## src/design/spi_seq_pkg.sv

```systemverilog
// shared constants and carriers for the buffered spi sequencer
package spi_seq_pkg;

    // ----------------------------------------------------------------
    // sizes
    // ----------------------------------------------------------------
    localparam int NUM_BUF = 8;
    localparam int IDX_W = 3;
    localparam int NUM_GROUPS = 2;
    localparam int GRP_W = 1;
    localparam int DATA_W = 16;
    localparam int MODE_W = 3;

    // ----------------------------------------------------------------
    // buffer handling mode codes
    // ----------------------------------------------------------------
    localparam logic [MODE_W-1:0] MODE_DISABLED = 3'h0;
    localparam logic [MODE_W-1:0] MODE_SKIP_EMPTY = 3'h1;
    localparam logic [MODE_W-1:0] MODE_SUSPEND_A = 3'h6;
    localparam logic [MODE_W-1:0] MODE_SUSPEND_B = 3'h7;

    // ----------------------------------------------------------------
    // reset values
    // ----------------------------------------------------------------
    localparam logic VACANT_RESET = 1'b1;
    localparam logic LOADED_RESET = 1'b0;
    localparam logic [DATA_W-1:0] DATA_RESET = 16'h0000;

    // one transmit buffer: handling mode and the word to send
    typedef struct packed {
        logic [MODE_W-1:0] mode;
        logic [DATA_W-1:0] data;
    } tx_entry_t;

    // one transfer group: first and last buffer index, inclusive
    typedef struct packed {
        logic [IDX_W-1:0] first;
        logic [IDX_W-1:0] last;
    } group_range_t;

    // sequencer states
    typedef enum logic [2:0] {
        SEQ_IDLE = 3'h1,
        SEQ_FETCH = 3'h2,
        SEQ_SHIFT = 3'h4
    } seq_state_t;

endpackage

```

## src/design/spi_seq_flags.sv

```systemverilog
// buffer sequencer and per-buffer flag handling of a multi-buffered spi
`timescale 1ns/1ps

module spi_seq_flags (
    input wire logic clk,
    input wire logic reset_n,
    // transmit buffer loading by the host
    input wire logic tx_wr_valid,
    input wire logic [spi_seq_pkg::IDX_W-1:0] tx_wr_index,
    input wire spi_seq_pkg::tx_entry_t tx_wr_entry,
    // receive buffer reading by the host
    input wire logic host_rd_valid,
    input wire logic [spi_seq_pkg::IDX_W-1:0] host_rd_index,
    output logic [spi_seq_pkg::DATA_W-1:0] host_rd_data,
    // transfer group setup and triggers, group 0 has top priority
    input wire spi_seq_pkg::group_range_t group_range [spi_seq_pkg::NUM_GROUPS],
    input wire logic [spi_seq_pkg::NUM_GROUPS-1:0] group_trigger,
    // shift engine on the same clock
    output logic shift_start,
    output logic [spi_seq_pkg::DATA_W-1:0] shift_tx_data,
    input wire logic shift_done,
    input wire logic [spi_seq_pkg::DATA_W-1:0] shift_rx_data,
    // status
    output logic rx_overrun,
    output logic seq_busy,
    output logic [spi_seq_pkg::GRP_W-1:0] active_group,
    output logic [spi_seq_pkg::NUM_BUF-1:0] receive_slot_vacant_flag,
    output logic [spi_seq_pkg::NUM_BUF-1:0] transmit_slot_loaded_flag
);

    // ----------------------------------------------------------------
    // helpers
    // ----------------------------------------------------------------
    function automatic logic is_suspend(input logic [spi_seq_pkg::MODE_W-1:0] mode);
        is_suspend = (mode == spi_seq_pkg::MODE_SUSPEND_A) ||
                     (mode == spi_seq_pkg::MODE_SUSPEND_B);
    endfunction

    // lowest pending index wins, i.e. highest priority
    function automatic logic [spi_seq_pkg::GRP_W-1:0] top_group(
        input logic [spi_seq_pkg::NUM_GROUPS-1:0] req);
        top_group = '0;
        for (int g = spi_seq_pkg::NUM_GROUPS - 1; g >= 0; g--) begin
            if (req[g]) begin
                top_group = spi_seq_pkg::GRP_W'(g);
            end
        end
    endfunction

    // ----------------------------------------------------------------
    // state
    // ----------------------------------------------------------------
    spi_seq_pkg::tx_entry_t tx_mem [spi_seq_pkg::NUM_BUF];
    logic [spi_seq_pkg::DATA_W-1:0] rx_mem [spi_seq_pkg::NUM_BUF];
    spi_seq_pkg::seq_state_t state, next_state;
    logic [spi_seq_pkg::IDX_W-1:0] ptr, next_ptr;
    logic [spi_seq_pkg::GRP_W-1:0] next_active_group;
    logic [spi_seq_pkg::NUM_GROUPS-1:0] pending, next_pending;
    logic fetched_loaded, next_fetched_loaded;
    logic [spi_seq_pkg::MODE_W-1:0] fetched_mode, next_fetched_mode;
    logic [spi_seq_pkg::DATA_W-1:0] next_shift_tx_data, next_host_rd_data;
    logic next_shift_start, next_rx_overrun;
    logic [spi_seq_pkg::NUM_BUF-1:0] next_vacant, next_loaded;
    logic fetch_go, store_go, preempt, advance_done;
    logic [spi_seq_pkg::GRP_W-1:0] req_group;

    // ----------------------------------------------------------------
    // sequencer
    // ----------------------------------------------------------------
    assign req_group = top_group(pending);
    assign preempt = (state == spi_seq_pkg::SEQ_FETCH) && (pending != '0) &&
                     (req_group < active_group);
    assign store_go = (state == spi_seq_pkg::SEQ_SHIFT) && shift_done;
    assign advance_done = (ptr == group_range[active_group].last);

    // fetch, stall, transfer and store; pre-emption only between words
    always_comb begin
        next_state = state;
        next_ptr = ptr;
        next_active_group = active_group;
        next_pending = pending;
        next_fetched_loaded = fetched_loaded;
        next_fetched_mode = fetched_mode;
        next_shift_tx_data = shift_tx_data;
        next_shift_start = 1'b0;
        fetch_go = 1'b0;
        unique case (state)
            spi_seq_pkg::SEQ_IDLE: begin
                if (pending != '0) begin
                    next_active_group = req_group;
                    next_ptr = group_range[req_group].first;
                    next_pending[req_group] = 1'b0;
                    next_state = spi_seq_pkg::SEQ_FETCH;
                end
            end
            spi_seq_pkg::SEQ_FETCH: begin
                if (preempt) begin
                    // restart at the first buffer of the new group
                    next_active_group = req_group;
                    next_ptr = group_range[req_group].first;
                    next_pending[req_group] = 1'b0;
                end else begin
                    // flag and buffer are sampled in the same cycle
                    next_fetched_loaded = transmit_slot_loaded_flag[ptr];
                    next_fetched_mode = tx_mem[ptr].mode;
                    if (tx_mem[ptr].mode == spi_seq_pkg::MODE_DISABLED ||
                        (tx_mem[ptr].mode == spi_seq_pkg::MODE_SKIP_EMPTY &&
                         !transmit_slot_loaded_flag[ptr])) begin
                        next_state = advance_done ? spi_seq_pkg::SEQ_IDLE
                                                  : spi_seq_pkg::SEQ_FETCH;
                        next_ptr = advance_done ? ptr : ptr + 1'b1;
                    end else if (is_suspend(tx_mem[ptr].mode) &&
                                 !receive_slot_vacant_flag[ptr]) begin
                        next_state = spi_seq_pkg::SEQ_FETCH; // stall
                    end else begin
                        fetch_go = 1'b1;
                        next_shift_tx_data = tx_mem[ptr].data;
                        next_shift_start = 1'b1;
                        next_state = spi_seq_pkg::SEQ_SHIFT;
                    end
                end
            end
            spi_seq_pkg::SEQ_SHIFT: begin
                if (shift_done) begin
                    next_state = advance_done ? spi_seq_pkg::SEQ_IDLE
                                              : spi_seq_pkg::SEQ_FETCH;
                    next_ptr = advance_done ? ptr : ptr + 1'b1;
                end
            end
            default: begin
                next_state = spi_seq_pkg::SEQ_IDLE;
            end
        endcase
        // a trigger in the same cycle as its clear is kept
        next_pending = next_pending | group_trigger;
    end

    always_ff @(posedge clk or negedge reset_n) begin
        if (!reset_n) begin
            state <= spi_seq_pkg::SEQ_IDLE;
            ptr <= '0;
            active_group <= '0;
            pending <= '0;
            fetched_loaded <= 1'b0;
            fetched_mode <= spi_seq_pkg::MODE_DISABLED;
            shift_tx_data <= spi_seq_pkg::DATA_RESET;
            shift_start <= 1'b0;
        end else begin
            state <= next_state;
            ptr <= next_ptr;
            active_group <= next_active_group;
            pending <= next_pending;
            fetched_loaded <= next_fetched_loaded;
            fetched_mode <= next_fetched_mode;
            shift_tx_data <= next_shift_tx_data;
            shift_start <= next_shift_start;
        end
    end

    assign seq_busy = (state != spi_seq_pkg::SEQ_IDLE);

    // ----------------------------------------------------------------
    // flags and buffer storage
    // ----------------------------------------------------------------
    // the read path is independent of the fetch path, so a read in the
    // fetch cycle still marks its slot vacant; a store to the same slot
    // in the same cycle wins, since that word is still unread
    always_comb begin
        next_vacant = receive_slot_vacant_flag;
        next_loaded = transmit_slot_loaded_flag;
        next_rx_overrun = 1'b0;
        next_host_rd_data = host_rd_data;
        if (host_rd_valid) begin
            next_vacant[host_rd_index] = 1'b1;
            next_host_rd_data = rx_mem[host_rd_index];
        end
        if (fetch_go) begin
            next_loaded[ptr] = 1'b0;
        end
        if (tx_wr_valid) begin
            next_loaded[tx_wr_index] = 1'b1;
        end
        if (store_go) begin
            next_vacant[ptr] = 1'b0;
            // suspend modes never reach here with unread data
            next_rx_overrun = !is_suspend(fetched_mode) && !receive_slot_vacant_flag[ptr];
        end
    end

    always_ff @(posedge clk or negedge reset_n) begin
        if (!reset_n) begin
            receive_slot_vacant_flag <= {spi_seq_pkg::NUM_BUF{spi_seq_pkg::VACANT_RESET}};
            transmit_slot_loaded_flag <= {spi_seq_pkg::NUM_BUF{spi_seq_pkg::LOADED_RESET}};
            rx_overrun <= 1'b0;
            host_rd_data <= spi_seq_pkg::DATA_RESET;
        end else begin
            receive_slot_vacant_flag <= next_vacant;
            transmit_slot_loaded_flag <= next_loaded;
            rx_overrun <= next_rx_overrun;
            host_rd_data <= next_host_rd_data;
        end
    end

    // buffer words have no reset; only the flags say what is valid
    always_ff @(posedge clk) begin
        for (int i = 0; i < spi_seq_pkg::NUM_BUF; i++) begin
            if (tx_wr_valid && tx_wr_index == spi_seq_pkg::IDX_W'(i)) begin
                tx_mem[i] <= tx_wr_entry;
            end
            if (store_go && ptr == spi_seq_pkg::IDX_W'(i)) begin
                rx_mem[i] <= shift_rx_data;
            end
        end
    end
endmodule

```

## config.mk

```make
export PLATFORM = sky130hd
export DESIGN_NAME = spi_seq_flags
export DESIGN_NICKNAME = d
export VERILOG_FILES = /design/src/design/spi_seq_pkg.sv /design/src/design/spi_seq_flags.sv
export SDC_FILE = /design/constraint.sdc
export NUM_CORES = 1
export LEC_CHECK = 0
export CORE_UTILIZATION = 50
export CTS_CLUSTER_SIZE = 10
export DETAILED_ROUTE_END_ITERATION = 10
export DONT_BUFFER_PORTS = 1
export GPL_TIMING_DRIVEN = 0
export HOLD_SLACK_MARGIN = 0.12
export PLACE_DENSITY_LB_ADDON = 0.25
export SLEW_MARGIN = 40
export SYNTH_ARGS = -nofsm -noshare
export SYNTH_HDL_FRONTEND = slang
export SYNTH_SLANG_ARGS = --single-unit
```

## constraint.sdc

```tcl
create_clock -name clk -period 2.62 [get_ports clk]
set_clock_uncertainty 0.15 [all_clocks]
set_input_delay 0.262 -clock clk [delete_from_list [all_inputs] [get_ports clk]]
set_output_delay 0.262 -clock clk [all_outputs]
set_load 0.02 [all_outputs]
```

==> results.sh, run 1 <==
export IMPL_path_cells="buf_6 -> mux4_1 -> nand2_1 -> nand2_1 -> a211o_4 -> nand3_4 -> inv_8 -> buf_12 -> mux2_4"
export IMPL_finalPower_uw=15450
export IMPL_holdCritPathClass="primary input to flop"
export IMPL_post_route_util=0.6051
export IMPL_grt_pass1_vias=7726
export IMPL_initial_utilization=0.5104
export IMPL_cp_start_kind="flop"
export IMPL_cts_tree="done"
export IMPL_avgSynthCellArea_um2=17.67
export IMPL_die_w_um=165.3
export IMPL_path_max_fanout=10
export IMPL_syn_nets=821
export IMPL_timing_critical_path_buf_inv=3
export IMPL_layout_drive_gt1_share=0.2056
export IMPL_rsz0062_at_grt="yes"
export IMPL_clk_path_buf_depth=3
export IMPL_ff2ff_setup_slack_ns=0.03
export IMPL_dr_pass1_iters=8
export IMPL_hp_start="shift_done"
export IMPL_drt_wl_total_mm=30.74
export IMPL_die_height_um=165.3
export IMPL_placed_area_um2=13970
export IMPL_cp_arrival_ns=2.85
export IMPL_powerDensity_nw_per_um2=976.8
export IMPL_rr_worst_depth=9
export IMPL_numCtsBuffers=40
export IMPL_gp_congestion=0.7977
export IMPL_status="finished, violations left"
export IMPL_design_area_um2=15810
export IMPL_grt_max_degree=62
export IMPL_crit_slowest_cell="mux4_1"
export IMPL_wl_per_cell_um=24.87
export IMPL_crit_top_cell="nand2_1"
export IMPL_critical_path_class="flop to flop"
export IMPL_vdd_drop_max_uv=707.2
export IMPL_grtUsageTotal=0.2304
export IMPL_grt_pass1_wl_mm=45.70
export IMPL_max_slew_margin=0.4657
export IMPL_worst_slew_pin_slew_ns=0.8015
export IMPL_numPortBuffers=0
export IMPL_finalCriticalPeriod_ns=2.586
export IMPL_synthesis_area_um2=13340
export IMPL_p_leak_uw=0.005447
export IMPL_antenna_found_initial=1
export IMPL_areaGrowthSynthToFinish_pct=18.55
export IMPL_synthCells=755
export IMPL_synth_seq_cells=341
export IMPL_place_inst=1103
export IMPL_clkTransAtPathRegs_ns=0.06
export IMPL_synth_top_area_cell="edfxtp_1"
export IMPL_viasPerCell=6.049
export IMPL_slowest_delay_ns=0.56
export IMPL_maxCapViolCount=0
export IMPL_yosys_area_top_type_share=0.6303
export IMPL_setup_viol_count_final=0
export IMPL_vias=7477
export IMPL_crit_start="ptr[0]$_DFFE_PN0P_"
export IMPL_path_delay_family="multiplexers"
export IMPL_core_area_um2=26130
export IMPL_worst_hold_path_endpoint="receive_slot_vacant_flag[4]$_DFF_PN1_"
export IMPL_fin_cells=1236
export IMPL_whs_path_depth=3
export IMPL_gr_total_overflow=0
export IMPL_synth_area_leaders="edfxtp_1 63%, dfrtp_1 9.8%, mux4_2 5.6%"
export IMPL_clkSinkCount=341
export IMPL_die_area_um2=27340
export IMPL_num_nets_final=935
export IMPL_route_antenna_remaining_nets=0
export IMPL_clock_root_buffer="clkbuf_16"
export IMPL_post_route_period_util=0.9870
export IMPL_report_final_slew_viol_count=0
export IMPL_first_iter_violations=790
export IMPL_path_depth=9
export IMPL_hold_violations=0
export IMPL_dp_hpwl_mm=19.26
export IMPL_yosys_cell_types_count=52
export IMPL_whs_ns=0.09416
export IMPL_ys_flop_type="edfxtp_1"
export IMPL_r2r_end="shift_tx_data[14]$_DFFE_PN0P_"
export IMPL_required_ns=2.88
export IMPL_yosysWarnings=0
export IMPL_io_pins=112
export IMPL_clock_latency_ns=0.54
export IMPL_cp_end_kind="flop"
export IMPL_synthArstFlopShare=0.1789
export IMPL_rows=59
export IMPL_fmax_mhz=386.7
export IMPL_r2r_start="ptr[0]$_DFFE_PN0P_"
export IMPL_h_tree_depth=2
export IMPL_synth_edff_count=280
export IMPL_violations="design-rule violations"
export IMPL_drc=12
export IMPL_ys_seq_area_frac=0.7456
logic make-up (layout without fill, tap and decap cells):
kind of cell,count (synthesis),after routing,synth area share
buf+inv,44,189,0.01585
compound gates,142,142,0.07326
xor+xnor,3,3,0.001970
simple gates,127,127,0.04512
other cells,0,1,0
fa+ha+maj,6,6,0.005628
flops,341,341,0.7456
mux,92,92,0.1126
stage by stage:
stage,setup TNS (ns),setup slack [ns]
global placement,-109.37,-1.370
floorplan,0,0.1577
CTS,0,0.005305
global route,-0.1798,-0.03409
finish,0,0.03397
detailed placement,-18.72,-0.6017
worst min-delay path: stages:
cell      delay, ns
and2_1         0.16
clkbuf_2       0.25
a21oi_1        0.10
worst max-delay path by stage:
| stage | endpoint | slack, ns |
|---|---|---|
| global placement | tx_mem[0][12]$_DFFE_PP_ | -1.37 |
| floorplan | shift_tx_data[0]$_DFFE_PN0P_ | 0.16 |
| CTS | shift_tx_data[14]$_DFFE_PN0P_ | 0.005 |
| detailed placement | shift_tx_data[6]$_DFFE_PN0P_ | -0.60 |
| global route | shift_tx_data[1]$_DFFE_PN0P_ | -0.03 |
| finish | shift_tx_data[14]$_DFFE_PN0P_ | 0.03 |
registers in the layout, indices dropped and copies added (netlist names):
register	count
transmit_slot_loaded_flag	8
shift_tx_data	16
rx_mem	128
fetched_mode	2
state	3
ptr	3
host_rd_data	16
pending	2
rx_overrun	1
tx_mem	152
receive_slot_vacant_flag	8
active_group	1
shift_start	1
cells in the final DEF (no fill, tap or decap), types with 15 or more instances in the layout:
cell and n:
nand2_1 30, dfrtp_1 51, clkbuf_1 41, mux2i_1 33, o21ai_0 17, a22oi_1 25, clkbuf_16 40, nor2_1 31
dlygate4sd3_1 50, mux4_2 34, edfxtp_1 280, a21oi_1 38, buf_2 15
repair_timing:
item | CTS | global route
endpoints found under the setup margin | 112 | 46
setup buffers | 3 | 5
hold buffers | 51 | 0
pin swaps | 2 | 1
resized for setup | 27 | 16
endpoints found under the hold margin | 412 | 0
layout make-up:
type | count | area, um^2
antenna | 1 | 2.502
tap | 335 | 419.2
timing repair buffer | 72 | 730.7
fill | 1915 | 10320
sequential | 341 | 9947
multi-input combinational | 370 | 3301
clock inverter | 4 | 52.55
buffer | 37 | 217.7
inverter | 7 | 33.78
clock buffer | 69 | 1110
synth_stat cells, types with 11 or more instances:
master    number
edfxtp_1     280
dfrtp_1       52
nor2_1        41
a21oi_1       38
mux2i_1       33
mux4_2        33
nand2_1       31
a22oi_1       25
clkbuf_1      24
o21ai_0       17
a221oi_1      13
a22o_1        13
nand3_1       13
mux2_2        11
layer usage:
layer	GRT usage	wire length (um)	vias to the layer above
met5	0	0	-
met4	0.06446	582	0
met3	0.04745	2447	49
met2	0.3946	15660	302
met1	0.2980	12050	3865
li1	-	-	3261
power by group:
group	switching (uW)	internal (uW)	total, uW
registers	607	6320	6920
logic	2060	1500	3560
clock network	2080	2890	4970
total	4750	10700	15400
(Power assumes the default switching activity.)
==> run 2: changes to the inputs <==
--- a/config.mk
+++ b/config.mk
@@ -6,6 +6,7 @@
 export NUM_CORES = 1
 export LEC_CHECK = 0
 export CORE_UTILIZATION = 50
+export CTS_BUF_LIST = sky130_fd_sc_hd__clkbuf_8 sky130_fd_sc_hd__clkbuf_16
 export CTS_CLUSTER_SIZE = 10
 export DETAILED_ROUTE_END_ITERATION = 10
 export DONT_BUFFER_PORTS = 1
==> run 2 against run 1 <==
  * The flow still finishes with violations (design-rule violations)
  * Total power is 0.73% lower
  * Global-route usage stayed put
  * Die area stayed put
  * Utilization stayed put
  * Worst hold slack worse by 0.0012 ns
  * Register-to-register slack hardly changed
  * Sequential share of layout area stayed put
  * Cell area stayed put
  * Cell count stayed put
  * Wire length is 0.11% lower
  * Clock power is 2% lower
  * Combinational power hardly changed
  * Critical endpoint unchanged
  * Highest routed layer unchanged
==> results.sh, run 2 (synthesized netlist as in run 1, its figures left out) <==
export IMPL_design_area_um2=15810
export IMPL_io_pins=112
export IMPL_h_tree_depth=2
export IMPL_gr_total_overflow=0
export IMPL_grt_max_degree=62
export IMPL_clkTransAtPathRegs_ns=0.06
export IMPL_route_antenna_remaining_nets=0
export IMPL_viasPerCell=6.057
export IMPL_areaGrowthSynthToFinish_pct=18.55
export IMPL_layout_drive_gt1_share=0.2056
export IMPL_crit_start="ptr[0]$_DFFE_PN0P_"
export IMPL_r2r_start="ptr[0]$_DFFE_PN0P_"
export IMPL_powerDensity_nw_per_um2=969.6
export IMPL_finalCriticalPeriod_ns=2.580
export IMPL_vias=7486
export IMPL_clock_root_buffer="clkbuf_16"
export IMPL_clk_path_buf_depth=3
export IMPL_status="finished, violations left"
export IMPL_mostFrequentLayoutCells="280 x edfxtp_1, 51 x dfrtp_1, 50 x dlygate4sd3_1, 40 x clkbuf_16, 38 x a21oi_1"
export IMPL_clkSinkCount=341
export IMPL_first_iter_violations=743
export IMPL_num_nets_final=935
export IMPL_setup_viol_count_final=0
export IMPL_drt_wl_total_mm=30.71
export IMPL_die_w_um=165.3
export IMPL_placed_area_um2=13970
export IMPL_regMostFlops="tx_mem"
export IMPL_largest_reg_flops=152
export IMPL_wl_per_cell_um=24.85
export IMPL_rows=59
export IMPL_vdd_drop_max_uv=714.7
export IMPL_die_area_um2=27340
export IMPL_cts_tree="done"
export IMPL_grtUsageMet1=0.2980
export IMPL_cp_arrival_ns=2.84
export IMPL_core_area_um2=26130
export IMPL_maxCapViolCount=0
export IMPL_cp_end_kind="flop"
export IMPL_busiest_layer="met2"
export IMPL_grt_pass1_wl_mm=45.70
export IMPL_grtUsageTotal=0.2304
export IMPL_required_ns=2.88
export IMPL_drc=12
export IMPL_grt_pass1_vias=7727
export IMPL_numCtsBuffers=40
export IMPL_critical_path_class="flop to flop"
export IMPL_max_slew_margin=0.4678
export IMPL_whs_ns=0.09292
export IMPL_fmax_mhz=387.6
export IMPL_violations="design-rule violations"
export IMPL_initial_utilization=0.5104
export IMPL_dr_pass1_iters=8
export IMPL_multi_input_area_um2=3301
export IMPL_fin_tns_setup_ns=0
export IMPL_hp_start="shift_done"
export IMPL_rsz0062_at_grt="yes"
export IMPL_clock_latency_ns=0.55
export IMPL_largestRegisters="tx_mem x152, rx_mem x128"
export IMPL_die_height_um=165.3
export IMPL_path_max_fanout=10
export IMPL_cp_start_kind="flop"
export IMPL_antenna_found_initial=1
export IMPL_fillers=1915
export IMPL_post_route_period_util=0.9847
export IMPL_holdCritPathClass="primary input to flop"
export IMPL_report_final_slew_viol_count=0
export IMPL_seq_area_um2=9947
export IMPL_gp_congestion=0.7977
export IMPL_final_common_cell="edfxtp_1"
export IMPL_hold_violations=0
export IMPL_grt_use_met3=0.04745
export IMPL_dp_hpwl_mm=19.26
export IMPL_p_leak_uw=0.005568
export IMPL_numPortBuffers=0
export IMPL_worst_slew_pin_slew_ns=0.7983
export IMPL_grt_use_met2=0.3946
run 2: changes by cell type in the layout (fill, tap and decap cells not counted), sizes merged:
| cell | previous run | this run |
|---|---|---|
| inv | 9 | 38 |
| clkbuf | 90 | 61 |
run 2: metal layers:
layer / routed length, um / vias up
li1: - / 3267
met1: 12040 / 3860
met2: 15680 / 309
met3: 2385 / 50
met4: 604 / 0
met5: 0 / -
run 2: what timing repair did:
action / in CTS / in global routing
gates resized for setup: 27 / 16
pin swaps: 2 / 1
buffers inserted: 3 / 5
hold endpoints to repair: 412 / 0
hold buffers: 51 / 0
setup endpoints to repair: 112 / 46
run 2: stage by stage:
stage          power (uW)  cells  setup WS (ns)    util
2_1_floorplan        9201    755         0.1577       -
5_1_grt             15920   1236       -0.03434  0.6051
4_1_cts             15250   1230       0.005089  0.6026
3_3_place_gp        10050   1090         -1.370  0.5265
3_5_place_dp        10160   1103        -0.6017  0.5347
6_report            15330   1236        0.04004  0.6051
run 2: final timing paths:
kind                                                          to  slack [ns]  cells after the start
min in group asynchronous          shift_tx_data[11]$_DFFE_PN0P_        0.21                      2
hold / removal             receive_slot_vacant_flag[0]$_DFF_PN1_        0.09                      3
max in group asynchronous                   state[0]$_DFFE_PN1P_        1.81                      2
hold reg to reg                      fetched_mode[1]$_DFFE_PN0P_        0.33                      2
setup reg to reg                   shift_tx_data[14]$_DFFE_PN0P_        0.04                      9
setup / recovery                   shift_tx_data[14]$_DFFE_PN0P_        0.04                      9
run 2: layout make-up:
type | count | share of cell area
Antenna cell | 1 | 0.0001582
Buffer | 37 | 0.01377
Clock buffer | 40 | 0.06330
Clock inverter | 33 | 0.01021
Inverter | 7 | 0.002136
Multi-Input combinational cell | 370 | 0.2087
Sequential cell | 341 | 0.6290
Tap cell | 335 | 0.02651
Timing Repair Buffer | 72 | 0.04621
run 2: power by group:
| group | internal, uW | switching, uW | total (uW) | leakage [uW] |
|---|---|---|---|---|
| Clock | 2770 | 2080 | 4850 | 0.000669 |
| Sequential | 6320 | 606 | 6920 | 0.00322 |
| Combinational | 1500 | 2060 | 3560 | 0.00167 |
run 2: worst max-delay path, cell delays in order, from the launching register on:
cell     delay (ns)
dfrtp_1        0.38
buf_6          0.18
mux4_1         0.56
nand2_1        0.08
nand2_1        0.10
a211o_4        0.37
nand3_4        0.11
inv_8          0.07
buf_12         0.15
mux2_4         0.29
==> run 3: changes to the inputs <==
--- a/config.mk
+++ b/config.mk
@@ -5,9 +5,9 @@
 export SDC_FILE = /design/constraint.sdc
 export NUM_CORES = 1
 export LEC_CHECK = 0
+export ABC_AREA = 1
 export CORE_UTILIZATION = 50
 export CTS_BUF_LIST = sky130_fd_sc_hd__clkbuf_8 sky130_fd_sc_hd__clkbuf_16
-export CTS_CLUSTER_SIZE = 10
 export DETAILED_ROUTE_END_ITERATION = 10
 export DONT_BUFFER_PORTS = 1
 export GPL_TIMING_DRIVEN = 0
==> run 3 against run 2 <==
  * Die area fell by 0.17%
  * Sequential power barely moved
  * The run now ends clean
  * Sequential cell count did not move
  * Cell count up 24%
  * Worst setup slack better by 0.14 ns
==> results.sh, run 3 <==
export IMPL_die_w_um=165.2
export IMPL_critical_path_class="flop to flop"
export IMPL_ff2ff_setup_slack_ns=0.18
export IMPL_post_route_util=0.6160
export IMPL_maxCapViolCount=0
export IMPL_cts_tree="done"
export IMPL_clock_root_buffer="clkbuf_16"
export IMPL_synth_seq_cells=341
export IMPL_r2r_end="shift_tx_data[5]$_DFFE_PN0P_"
export IMPL_layout_drive_gt1_share=0.1323
export IMPL_mostFrequentLayoutCells="318 x nand2_1, 280 x edfxtp_1, 77 x inv_1, 55 x dlygate4sd3_1, 52 x dfrtp_1"
export IMPL_initial_utilization=0.5110
export IMPL_crit_top_cell="nand2_1"
export IMPL_synth_top_area_cell="edfxtp_1"
export IMPL_dr_pass1_iters=5
export IMPL_yosysWarnings=0
export IMPL_synthArstFlopShare=0.1789
export IMPL_io_pins=112
export IMPL_holdCritPathClass="primary input to asynchronous set/reset pin"
export IMPL_rows=59
export IMPL_slowest_delay_ns=0.52
export IMPL_max_slew_margin=0.5202
export IMPL_synth_edff_count=280
export IMPL_place_inst=1412
export IMPL_yosys_cell_types_count=37
export IMPL_cp_start_kind="flop"
export IMPL_multi_input_area_um2=3039
export IMPL_drc=0
export IMPL_h_tree_depth=2
export IMPL_core_area_um2=26060
export IMPL_path_max_fanout=10
export IMPL_grt_max_degree=62
export IMPL_avgSynthCellArea_um2=12.67
export IMPL_ys_seq_area_frac=0.7469
export IMPL_synth_area_leaders="edfxtp_1 63%, dfrtp_1 9.8%, nand2_1 9.0%"
export IMPL_cp_end_kind="flop"
export IMPL_dp_hpwl_mm=20.85
export IMPL_die_area_um2=27290
export IMPL_ys_flop_type="edfxtp_1"
export IMPL_fin_tns_setup_ns=0
export IMPL_powerDensity_nw_per_um2=950.2
export IMPL_clkSinkCount=341
export IMPL_vias=8610
export IMPL_die_height_um=165.2
export IMPL_gp_congestion=0.8185
export IMPL_seq_area_um2=9946
export IMPL_synthesis_area_um2=13320
export IMPL_post_route_period_util=0.9317
export IMPL_largestRegisters="tx_mem x152, rx_mem x128"
export IMPL_route_antenna_remaining_nets=0
export IMPL_synthCells=1051
export IMPL_final_common_cell="nand2_1"
export IMPL_hold_violations=0
export IMPL_fillers=2021
export IMPL_worst_slew_pin_slew_ns=0.7196
export IMPL_setup_viol_count_final=0
export IMPL_antenna_found_initial=1
export IMPL_rr_worst_depth=8
export IMPL_finalCriticalPeriod_ns=2.441
export IMPL_drt_wl_total_mm=32.32
export IMPL_clkTransAtPathRegs_ns=0.06
export IMPL_cp_arrival_ns=2.75
export IMPL_largest_reg_flops=152
export IMPL_num_nets_final=1240
export IMPL_clock_latency_ns=0.52
export IMPL_fmax_mhz=409.6
export IMPL_viasPerCell=5.598
export IMPL_gr_total_overflow=0
export IMPL_numCtsBuffers=37
export IMPL_clk_path_buf_depth=3
export IMPL_synth_commonest_cells="319 x nand2_1, 280 x edfxtp_1, 72 x inv_1"
export IMPL_yosys_area_top_type_share=0.6314
export IMPL_grt_pass1_wl_mm=48.02
export IMPL_numPortBuffers=0
export IMPL_wl_per_cell_um=21.02
export IMPL_p_leak_uw=0.006108
export IMPL_first_iter_violations=792
export IMPL_regMostFlops="tx_mem"
export IMPL_syn_nets=1117
export IMPL_status="completed"
export IMPL_grt_pass1_vias=8371
export IMPL_grtUsageTotal=0.2404
export IMPL_yosysMostFrequentCell="nand2_1"
export IMPL_path_cells="inv_2 -> nand2_1 -> nor2_2 -> clkbuf_2 -> a22oi_1 -> nand3_1 -> nand2_1 -> nand2_1"
export IMPL_required_ns=2.92
export IMPL_crit_slowest_cell="dfrtp_1"
export IMPL_whs_ns=0.1263
export IMPL_rsz0062_at_grt="no"
export IMPL_areaGrowthSynthToFinish_pct=20.54
export IMPL_report_final_slew_viol_count=0
export IMPL_vdd_drop_max_uv=673.5
export IMPL_r2r_start="ptr[1]$_DFFE_PN0P_"
export IMPL_finalPower_uw=15250
export IMPL_fin_cells=1538
[run 3: cell count changes in the layout (fill, tap and decap cells not counted), moves of 33 or more]
cell and change:
nand2_1 +288, mux4_2 -34, mux2i_1 -33, nand3_1 +36
inv_1 +42
[run 3: worst max-delay path: cells and delay by family, from the launching register on]
kind | cells | cell delay, ns
DFF | 1 | 0.52
buffers and inverters | 2 | 0.67
and+or+nand+nor | 5 | 0.94
AOI/OAI and AO/OA | 1 | 0.12
[run 3: worst max-delay path by stage]
stage                                              end  cells past startpoint                  from
after floorplan                 rx_mem[0][0]$_DFFE_PP_                      5  state[1]$_DFFE_PN0P_
after global placement         rx_mem[1][10]$_DFFE_PP_                      5  state[1]$_DFFE_PN0P_
after detailed placement        rx_mem[4][3]$_DFFE_PP_                      7  state[1]$_DFFE_PN0P_
after CTS                 shift_tx_data[5]$_DFFE_PN0P_                      9    ptr[2]$_DFFE_PN0P_
after global routing      shift_tx_data[4]$_DFFE_PN0P_                      9    ptr[0]$_DFFE_PN0P_
final                     shift_tx_data[5]$_DFFE_PN0P_                      8    ptr[1]$_DFFE_PN0P_
[run 3: cell families after synthesis]
kind of cell               share of synthesized area
and+or+nand+nor                               0.1345
DFF                                           0.7469
AOI/OAI and AO/OA                            0.07658
buffers and inverters                        0.03646
adders and majority gates                   0.005637
[run 3: metal layers]
layer,part of all wire,track usage
met4,0.021,0.07506
met3,0.076,0.04246
met5,0,0
met2,0.48,0.3971
met1,0.42,0.3248
[run 3: repair_timing]
item / 4_1_cts / 5_1_grt
endpoints found under the setup margin: 28 / 32
hold buffers: 56 / 0
hold endpoints to repair: 415 / 0
buffers inserted: 0 / 2
pin swaps: 0 / 1
gates resized for setup: 7 / 15
[run 3: report_power, final]
group	internal [uW]	total [uW]	leakage, uW	switching [uW]
registers	6320	6950	0.00323	626
logic	1070	3230	0.00225	2160
clock network	3030	5070	0.000623	2050
[run 3: through the flow]
step | area [um^2] | setup slack, ns
6_report | 16050 | 0.1788
5_1_grt | 16050 | 0.003373
4_1_cts | 16010 | 0.01318
3_5_place_dp | 14180 | -0.2059
3_3_place_gp | 13740 | -1.665
2_1_floorplan | 13320 | -0.1711
[run 3: layout make-up]
cell class | instances | share of cell area
Multi-Input combinational cell | 593 | 0.1893
Clock buffer | 48 | 0.06782
Sequential cell | 341 | 0.6196
Timing Repair Buffer | 84 | 0.05776
Inverter | 82 | 0.01957
Antenna cell | 1 | 0.0001559
Tap cell | 335 | 0.02611
Buffer | 35 | 0.01146
Clock inverter | 19 | 0.008185
